## config.mk

```make
export PLATFORM = sky130hd
export DESIGN_NAME = crxb_top
export DESIGN_NICKNAME = d
export VERILOG_FILES = /design/src/verilog/crxb_pkg.sv /design/src/verilog/crxb_top.sv
export VERILOG_INCLUDE_DIRS = /design/src /design/src/verilog
export SDC_FILE = /design/constraint.sdc
export NUM_CORES = 1
export LEC_CHECK = 0
export ABC_CLOCK_PERIOD_IN_PS = 1800
export BUFFER_PORTS_ARGS = -buffer_cell sky130_fd_sc_hd__buf_2
export CORE_MARGIN = 3
export CORE_UTILIZATION = 48
export CTS_CLUSTER_DIAMETER = 60
export DETAILED_ROUTE_END_ITERATION = 10
export GPL_ROUTABILITY_DRIVEN = 0
export PLACE_DENSITY = 0.8
export RECOVER_POWER = 25
export SYNTH_ARGS = -nofsm -noshare
export SYNTH_HDL_FRONTEND = slang
export SYNTH_SLANG_ARGS = --single-unit
```

## constraint.sdc

```tcl
create_clock -name clk -period 1.8 [get_ports clk]
set_input_delay 0.18 -clock clk [delete_from_list [all_inputs] [get_ports clk]]
set_output_delay 0.18 -clock clk [all_outputs]
set_load 0.01 [all_outputs]
```

## src/verilog/crxb_cfg.svh

```systemverilog
`ifndef CRXB_CFG_SVH
`define CRXB_CFG_SVH
`define CRXB_A_CTL0 4'h0
`define CRXB_A_CTL1 4'h1
`define CRXB_A_STAT 4'h2
`define CRXB_A_MASK 4'h3
`define CRXB_A_SRR 4'h4
`define CRXB_B_FULL 7
`define CRXB_B_RECEIVE_MODE_HIGH 6
`define CRXB_B_RECEIVE_MODE_LOW 5
`define CRXB_B_RTRE 5
`define CRXB_B_RTRL 3
`define CRXB_B_DBEN 2
`define CRXB_B_JOFF 1
`define CRXB_B_FH0 0
`define CRXB_B_GAP 4
`define CRXB_M_ALL 2'h3
`define CRXB_M_EXT 2'h2
`define CRXB_M_STD 2'h1
`define CRXB_M_VAL 2'h0
`define CRXB_OP_LEGACY 2'h0
`define CRXB_I_B0 0
`define CRXB_I_B1 1
`define CRXB_I_OVF 2
`define CRXB_NIRQ 3
`define CRXB_BUF1_MIN 5'h02
`define CRXB_Z1 1'h0
`define CRXB_Z2 2'h0
`define CRXB_Z3 3'h0
`define CRXB_Z8 8'h00
`define CRXB_Z32 32'h0000_0000
`endif

```

## src/verilog/crxb_pkg.sv

```systemverilog
package crxb_pkg;
   // one received frame from the protocol engine
   typedef struct packed {
      logic ext;
      logic rtr;
      logic err;
      logic match;
      logic fext;
      logic [4:0] fhit;
   } crxb_frame_t;

   // captured state of one receive buffer
   typedef struct packed {
      logic full;
      logic rtr;
      logic ext;
      logic [4:0] fhit;
   } crxb_buf_t;
endpackage : crxb_pkg

```

## src/verilog/crxb_top.sv

```systemverilog
// Function
// RULE_01: storing a message sets bit 7 full
// RULE_02: full buffer never takes a new message
// RULE_03: software clears full after reading, write-only
// RULE_04: buffer0 irq re-sets while full remains
// RULE_05: legacy mode 11 takes every message
// RULE_06: legacy mode 10 takes valid extended only
// RULE_07: legacy mode 01 takes valid standard only
// RULE_08: legacy mode 00 follows filter extended enable
// RULE_09: enhanced mode bit bypasses filters when set; code applies buffer0's bit only, buffer1's bit has no effect
// RULE_10: remote flag at bit 3 or 5
// RULE_11: enhanced filter hit code in bits 4:0
// RULE_12: legacy buffer0 bit 0 is filter hit
// RULE_13: double-buffer sends buffer0 overflow to buffer1
// RULE_14: bit 1 mirrors double-buffer enable read-only
// RULE_15: legacy buffer1 three-bit filter hit code
// RULE_16: legacy bit 4 reads zero; reset zero
// RULE_17: substitute remote bit equals rtr if standard
// RULE_18: operating mode picks legacy or enhanced layout
//
// Added by the designer: the placing of the registers and the Avalon-MM interface to the registers.
`timescale 1ns/1ps
`include "crxb_cfg.svh"

module crxb_top
   import crxb_pkg::*;
(
   input wire logic clk,
   input wire logic rst_n,
   input wire logic [3:0] avs_address,
   input wire logic avs_read,
   input wire logic avs_write,
   input wire logic [31:0] avs_writedata,
   input wire logic [3:0] avs_byteenable,
   output logic [31:0] avs_readdata,
   output logic avs_waitrequest,
   input wire logic [1:0] op_mode,
   input wire logic rx_valid,
   input wire crxb_frame_t rx_frame,
   output logic irq,
   output logic srr0,
   output logic srr1
);

   logic rst_s1;
   logic rst_s2;

   always_ff @(posedge clk or negedge rst_n) begin
      if (!rst_n) begin
         rst_s1 <= `CRXB_Z1;
         rst_s2 <= `CRXB_Z1;
      end else begin
         rst_s1 <= 1'b1;
         rst_s2 <= rst_s1;
      end
   end

   wire rst_i_n = rst_s2;

   crxb_buf_t b0;
   crxb_buf_t b1;
   logic [1:0] receive_mode_low;
   logic [1:0] receive_mode_high;
   logic dben;
   logic [`CRXB_NIRQ-1:0] stat;
   logic [`CRXB_NIRQ-1:0] mask;

   // layout and bus decode
   wire legacy = (op_mode == `CRXB_OP_LEGACY); // [RULE_18]
   wire req = avs_read | avs_write;
   wire take = req & ~avs_waitrequest;
   wire wr_ok = take & avs_write & avs_byteenable[0];
   wire rd_ok = take & avs_read;
   wire sel_c0 = (avs_address == `CRXB_A_CTL0);
   wire sel_c1 = (avs_address == `CRXB_A_CTL1);
   wire sel_st = (avs_address == `CRXB_A_STAT);
   wire sel_mk = (avs_address == `CRXB_A_MASK);
   wire sel_sr = (avs_address == `CRXB_A_SRR);
   wire [7:0] wd = avs_writedata[7:0];

   // acceptance per buffer mode
   function automatic logic accepts(
      input logic lg,
      input logic [1:0] m,
      input crxb_frame_t f
   );
      logic ok;
      ok = ~f.err & f.match;
      if (lg) begin
         if (m == `CRXB_M_ALL)
            accepts = 1'b1; // [RULE_05]
         else if (m == `CRXB_M_EXT)
            accepts = ok & f.ext & f.fext; // [RULE_06]
         else if (m == `CRXB_M_STD)
            accepts = ok & ~f.ext & ~f.fext; // [RULE_07]
         else
            accepts = ok & (f.ext == f.fext); // [RULE_08]
      end else begin
         accepts = m[1] | ok; // [RULE_09]
      end
   endfunction : accepts

   // legacy: filters 0..1 feed buffer0, 2..5 feed buffer1
   wire to_b1_first = legacy &
      (rx_frame.fhit >= `CRXB_BUF1_MIN);
   wire acc0 = accepts(legacy, receive_mode_low, rx_frame);
   wire acc1 = accepts(legacy, receive_mode_high, rx_frame);
   // enhanced spills to buffer1 too; only legacy gates it
   wire spill = ~legacy | dben;
   wire try0 = rx_valid & ~to_b1_first & acc0;
   wire st0 = try0 & ~b0.full; // [RULE_02]
   wire st1_dir = rx_valid & to_b1_first & acc1;
   wire st1_ovf = try0 & b0.full & spill; // [RULE_13]
   wire try1 = st1_dir | st1_ovf;
   wire st1 = try1 & ~b1.full; // [RULE_02]
   wire drop = (try0 & b0.full & ~spill) |
      (try1 & b1.full);

   // software clears full by writing zero only
   wire clr0 = wr_ok & sel_c0 & ~wd[`CRXB_B_FULL]; // [RULE_03]
   wire clr1 = wr_ok & sel_c1 & ~wd[`CRXB_B_FULL]; // [RULE_03]

   crxb_buf_t next_b0;
   crxb_buf_t next_b1;
   wire crxb_buf_t cap = '{full: 1'b1,
      rtr: rx_frame.rtr, ext: rx_frame.ext,
      fhit: rx_frame.fhit};

   // contents stay after a clear; only the flag drops
   wire crxb_buf_t hold0 = '{full: b0.full & ~clr0,
      rtr: b0.rtr, ext: b0.ext, fhit: b0.fhit};
   wire crxb_buf_t hold1 = '{full: b1.full & ~clr1,
      rtr: b1.rtr, ext: b1.ext, fhit: b1.fhit};
   assign next_b0 = st0 ? cap : hold0; // [RULE_01]
   assign next_b1 = st1 ? cap : hold1; // [RULE_01]

   always_ff @(posedge clk or negedge rst_i_n) begin
      if (!rst_i_n) begin
         b0 <= '0;
         b1 <= '0;
      end else begin
         b0 <= next_b0;
         b1 <= next_b1;
      end
   end

   // mode bits; enhanced layout writes only bit 6
   wire [1:0] next_receive_mode_low = !(wr_ok & sel_c0) ? receive_mode_low :
      legacy ? wd[`CRXB_B_RECEIVE_MODE_HIGH:`CRXB_B_RECEIVE_MODE_LOW] :
      {wd[`CRXB_B_RECEIVE_MODE_HIGH], receive_mode_low[0]};
   wire [1:0] next_receive_mode_high = !(wr_ok & sel_c1) ? receive_mode_high :
      legacy ? wd[`CRXB_B_RECEIVE_MODE_HIGH:`CRXB_B_RECEIVE_MODE_LOW] :
      {wd[`CRXB_B_RECEIVE_MODE_HIGH], receive_mode_high[0]};
   wire next_dben = (wr_ok & sel_c0 & legacy) ?
      wd[`CRXB_B_DBEN] : dben;

   always_ff @(posedge clk or negedge rst_i_n) begin
      if (!rst_i_n) begin
         receive_mode_low <= `CRXB_Z2; // [RULE_16]
         receive_mode_high <= `CRXB_Z2;
         dben <= `CRXB_Z1;
      end else begin
         receive_mode_low <= next_receive_mode_low;
         receive_mode_high <= next_receive_mode_high;
         dben <= next_dben;
      end
   end

   // interrupt status: set wins over read-clear
   wire stat_rd = rd_ok & sel_st;
   logic [`CRXB_NIRQ-1:0] ev;
   assign ev[`CRXB_I_B0] = st0 | b0.full; // [RULE_04]
   assign ev[`CRXB_I_B1] = st1;
   assign ev[`CRXB_I_OVF] = drop;
   wire [`CRXB_NIRQ-1:0] next_stat =
      ev | (stat & {`CRXB_NIRQ{~stat_rd}});
   wire [`CRXB_NIRQ-1:0] next_mask =
      (wr_ok & sel_mk) ? wd[`CRXB_NIRQ-1:0] : mask;
   wire next_irq = |(next_stat & next_mask);

   always_ff @(posedge clk or negedge rst_i_n) begin
      if (!rst_i_n) begin
         stat <= `CRXB_Z3;
         mask <= `CRXB_Z3;
         irq <= `CRXB_Z1;
      end else begin
         stat <= next_stat;
         mask <= next_mask;
         irq <= next_irq;
      end
   end

   // substitute remote bits follow buffer contents
   wire next_srr0 = next_b0.rtr & ~next_b0.ext; // [RULE_17]
   wire next_srr1 = next_b1.rtr & ~next_b1.ext; // [RULE_17]

   always_ff @(posedge clk or negedge rst_i_n) begin
      if (!rst_i_n) begin
         srr0 <= `CRXB_Z1;
         srr1 <= `CRXB_Z1;
      end else begin
         srr0 <= next_srr0;
         srr1 <= next_srr1;
      end
   end

   // register images
   logic [7:0] c0_img;
   logic [7:0] c1_img;
   always_comb begin
      c0_img = `CRXB_Z8;
      c1_img = `CRXB_Z8;
      c0_img[`CRXB_B_FULL] = b0.full;
      c1_img[`CRXB_B_FULL] = b1.full;
      c0_img[`CRXB_B_RECEIVE_MODE_HIGH] = receive_mode_low[1];
      c1_img[`CRXB_B_RECEIVE_MODE_HIGH] = receive_mode_high[1];
      if (legacy) begin
         // bit 4 left zero [RULE_16]
         c0_img[`CRXB_B_RECEIVE_MODE_LOW] = receive_mode_low[0];
         c0_img[`CRXB_B_RTRL] = b0.rtr; // [RULE_10]
         c0_img[`CRXB_B_DBEN] = dben;
         c0_img[`CRXB_B_JOFF] = dben; // [RULE_14]
         c0_img[`CRXB_B_FH0] = b0.fhit[0]; // [RULE_12]
         c1_img[`CRXB_B_RECEIVE_MODE_LOW] = receive_mode_high[0];
         c1_img[`CRXB_B_RTRL] = b1.rtr; // [RULE_10]
         c1_img[2:0] = b1.fhit[2:0]; // [RULE_15]
      end else begin
         c0_img[`CRXB_B_RTRE] = b0.rtr; // [RULE_10]
         c0_img[4:0] = b0.fhit; // [RULE_11]
         c1_img[`CRXB_B_RTRE] = b1.rtr; // [RULE_10]
         c1_img[4:0] = b1.fhit; // [RULE_11]
      end
   end

   wire [31:0] rd_mux =
      sel_c0 ? {24'h000000, c0_img} :
      sel_c1 ? {24'h000000, c1_img} :
      sel_st ? {29'h0000000, stat} :
      sel_mk ? {29'h0000000, mask} :
      sel_sr ? {30'h0000000, srr1, srr0} :
      `CRXB_Z32;

   // one wait state on every access
   wire next_wait = ~(req & avs_waitrequest);
   wire [31:0] next_rdata = (req & avs_waitrequest
      & avs_read) ? rd_mux : avs_readdata;

   always_ff @(posedge clk or negedge rst_i_n) begin
      if (!rst_i_n) begin
         avs_waitrequest <= 1'b1;
         avs_readdata <= `CRXB_Z32;
      end else begin
         avs_waitrequest <= next_wait;
         avs_readdata <= next_rdata;
      end
   end
endmodule : crxb_top

```

==> impl_results.md <==
* Slew HR at between 30% and 40%
* Fin. Hold Viols at 0
* Syn avg cell area at 10.4 um^2
* Grt ovf at 0
* Top-area cell type share of the netlist area at 46.0%
* Req. time, crit path at 1.98 ns
* Slew Limit Fails at 0
* Routed vias at 1739
* Crit-path slowest cell: dfrtp_1
* CP cell instances: nand2b_4, a31oi_2, o221a_2, or3_4, buf_6, mux2_4
* Worst slew pin tran at ~0.97 ns
* Clock Path Buffers at 2
* Startpoint Class: register
* Cell Area, Synth at 0.00218 mm^2
* Die Width at approximately 73 um
* Number of global-route vias before repair at ~1.7k
* Worst setup EP type: register
* P&R area growth vs syn at 22.0%
* CTS sink count at 41
* Routed WL at 4950 um
* RSZ-0062 raised after global routing: true
* Detailed Place HPWL at roughly 3800 um
* Crit path DAT at ~2 ns
* Crit Path Max Fanout at 5
* Initial Util at a little over half
* Post-synthesis cell type count at 40
* Antenna diodes at 0
* Clk pin slew, worst setup/hold paths at ~0.080 ns
* Setup WS post-layout at -0.000396 ns
* Slowest stage delay, CP at ~0.4 ns
* Final instance area at between 0.002 and 0.003 mm^2
* First-pass GRT wire length at 8050 um
* F_max at 0.555 GHz
* Worst skew pair latency at 0.30 ns
* Die area at roughly 0.0054 mm^2
* Clock H-tree levels at 2
* Port bufs at 39
* CTS Root Buffer Type: clkbuf_8
* Peak VDD IR at roughly 530 uV
* Final setup vio count at 1
* Post-layout min period at around 1.8 ns
* Initial DRC Count at around 120
* Chip height at 73.3 um
* Final nets at 334
* Worst hold margin at 0.0697 ns
* Lkg Pwr at 1.32 nW
* Dominant cell type by area after synthesis: dfrtp_1
* Core area at 0.00417 mm^2
* Hold WC Path Type: primary input to register
* Yosys reg bits at 41
* DRC violations left at 0
* Period utilization at 100%
* Mapped Cells at 210
* Drt pass-1 iters at 4
* Vias/cell at approximately 5.3
* Worst Path Class, Setup: register to register
* Initial antenna violation count at 0
* Antenna-violating nets left at 0
* CTS tree: yes
* Yosys Warn Count at 0
* Site Rows at 23
* Dpl cell area at 0.00251 mm^2
* Routed wire length per instance at 15.1 um
* Pwr Density at 963 mW/mm^2
* Largest cells by area after synthesis: dfrtp_1 (46%), buf_4 (8.3%), mux2_1 (5.2%), mux2_4 (4.8%), nand2_1 (4.3%)
* Sequential area share after synthesis at between 40 and 50%
* GRT Util Overall at a little over 20%
* Outcome: finished, violations left
* Pin count of the biggest net entering global routing at 40
* Clock skew at 0.00612 ns
* Top-Level Pins at 93
* Violated checks: negative setup slack
* CTS Buf Count at 5
* Share of cells above drive strength 1 at 34.2%
* Max-Cap Viols at 0
routing by layer:
layer	up-vias	GRT usage (%)	share of wire (%)
met5	-	0	0
met4	0	7.24	1.5
met3	7	5.75	6.3
met2	55	33.7	50
met1	848	24.9	42
li1	829	-	-
area by class of cell:
cell class | count | area, um^2
Sequential cell | 41 | 1030
Tap cell | 50 | 62.6
Timing Repair Buffer | 68 | 435
Fill cell | 347 | 1520
Inverter | 5 | 18.8
Clock buffer | 8 | 80.1
Multi-Input combinational cell | 156 | 1030
report_power, final:
| part | internal [W] | total (W) | switching, W |
|---|---|---|---|
| clock network | 0.000276 | 0.000584 | 0.000309 |
| logic | 0.000379 | 0.000693 | 0.000314 |
| registers | 0.00114 | 0.00128 | 0.000137 |
logic make-up after synthesis:
group	Yosys count	share of synthesized area, %
simple gates	61	14.5
flops	41	47.2
buf+inv	36	10.8
compound gates	43	12.1
mux	27	15.0
other cells	2	0.345
final timing paths:
kind	start	end	cells after the start	slack, ns
max	receive_mode_low[1]$_DFFE_PN0P_	b0[5]$_DFF_PN0_	6	-0.0004
max reg2reg	receive_mode_low[1]$_DFFE_PN0P_	b0[5]$_DFF_PN0_	6	-0.0004
min reg2reg	rst_s1$_DFF_PN0_	rst_i_n$_DFF_PN0_	0	0.36
max in group asynchronous	rst_i_n$_DFF_PN0_	avs_readdata[2]$_DFFE_PN0P_	1	0.73
min	avs_read	avs_waitrequest$_DFF_PN1_	2	0.07
min in group asynchronous	rst_n	rst_s1$_DFF_PN0_	2	0.19
layout by cell type, fill, tap and decap left out, types with 4 or more instances in the layout:
cell type and n:
o21ai_1 4, mux2_2 5, conb_1 25, buf_2 38, mux2_4 8, mux2_1 10, a21oi_1 10, o21ai_0 12
mux2i_1 4, nor2_1 9, clkbuf_8 5, inv_1 5, dfrtp_1 40, buf_4 23, nand2_1 25, o22a_1 4
clkbuf_1 4, nor3_1 6
flip-flops by register name, summed over array words and instances (netlist names):
register           cells
srr1                   1
receive_mode_low       2
mask                   3
rst_s1                 1
avs_readdata           8
dben                   1
avs_waitrequest        1
irq                    1
b0                     8
receive_mode_high      2
stat                   3
rst_i_n                1
srr0                   1
b1                     8
per-stage QoR:
| stage | worst slack, ns | utilization (%) | power [W] | setup TNS, ns | instances |
|---|---|---|---|---|---|
| floorplan | 0.0160 | - | 0.00173 | 0 | 233 |
| global placement | -0.176 | 60.1 | 0.00192 | -1.73 | 316 |
| detailed placement | -0.207 | 60.1 | 0.00196 | -2.08 | 316 |
| CTS | -0.00826 | 62.8 | 0.00256 | -0.00826 | 327 |
| global route | -0.0612 | 63.6 | 0.00272 | -0.307 | 328 |
| finish | -0.000396 | 63.6 | 0.00256 | -0.000396 | 328 |
cell usage after synthesis (all sizes together):
cell    instances
a21oi          10
a221o           1
a22oi           3
a31oi           3
and2            2
buf            28
clkbuf          3
conb            2
dfrtp          40
dfstp           1
inv             5
mux2           23
mux2i           4
nand2          25
nand2b          4
nand3           2
nand3b          4
nand4           1
nand4b          1
nor2           10
nor3            7
nor4            2
o21ai          16
o221a           1
o22a            4
o22ai           2
o311ai          1
o31ai           2
or3             2
or4             1
worst max-delay path, delay by kind of cell (launching register included):
family	cells	cell delay [ns]
simple gates	2	0.50
flops	1	0.40
compound gates	2	0.33
mux	1	0.30
buf+inv	1	0.16
what timing repair did:
action,4_1_cts,5_1_grt
endpoints found under the hold margin,2,0
gates resized for setup,2,9
gates cloned,0,1
hold buffers,1,0
endpoints found under the setup margin,8,16
setup buffers,2,0
pin swaps,0,2
No activity file was read; power rests on OpenSTA's default activity.
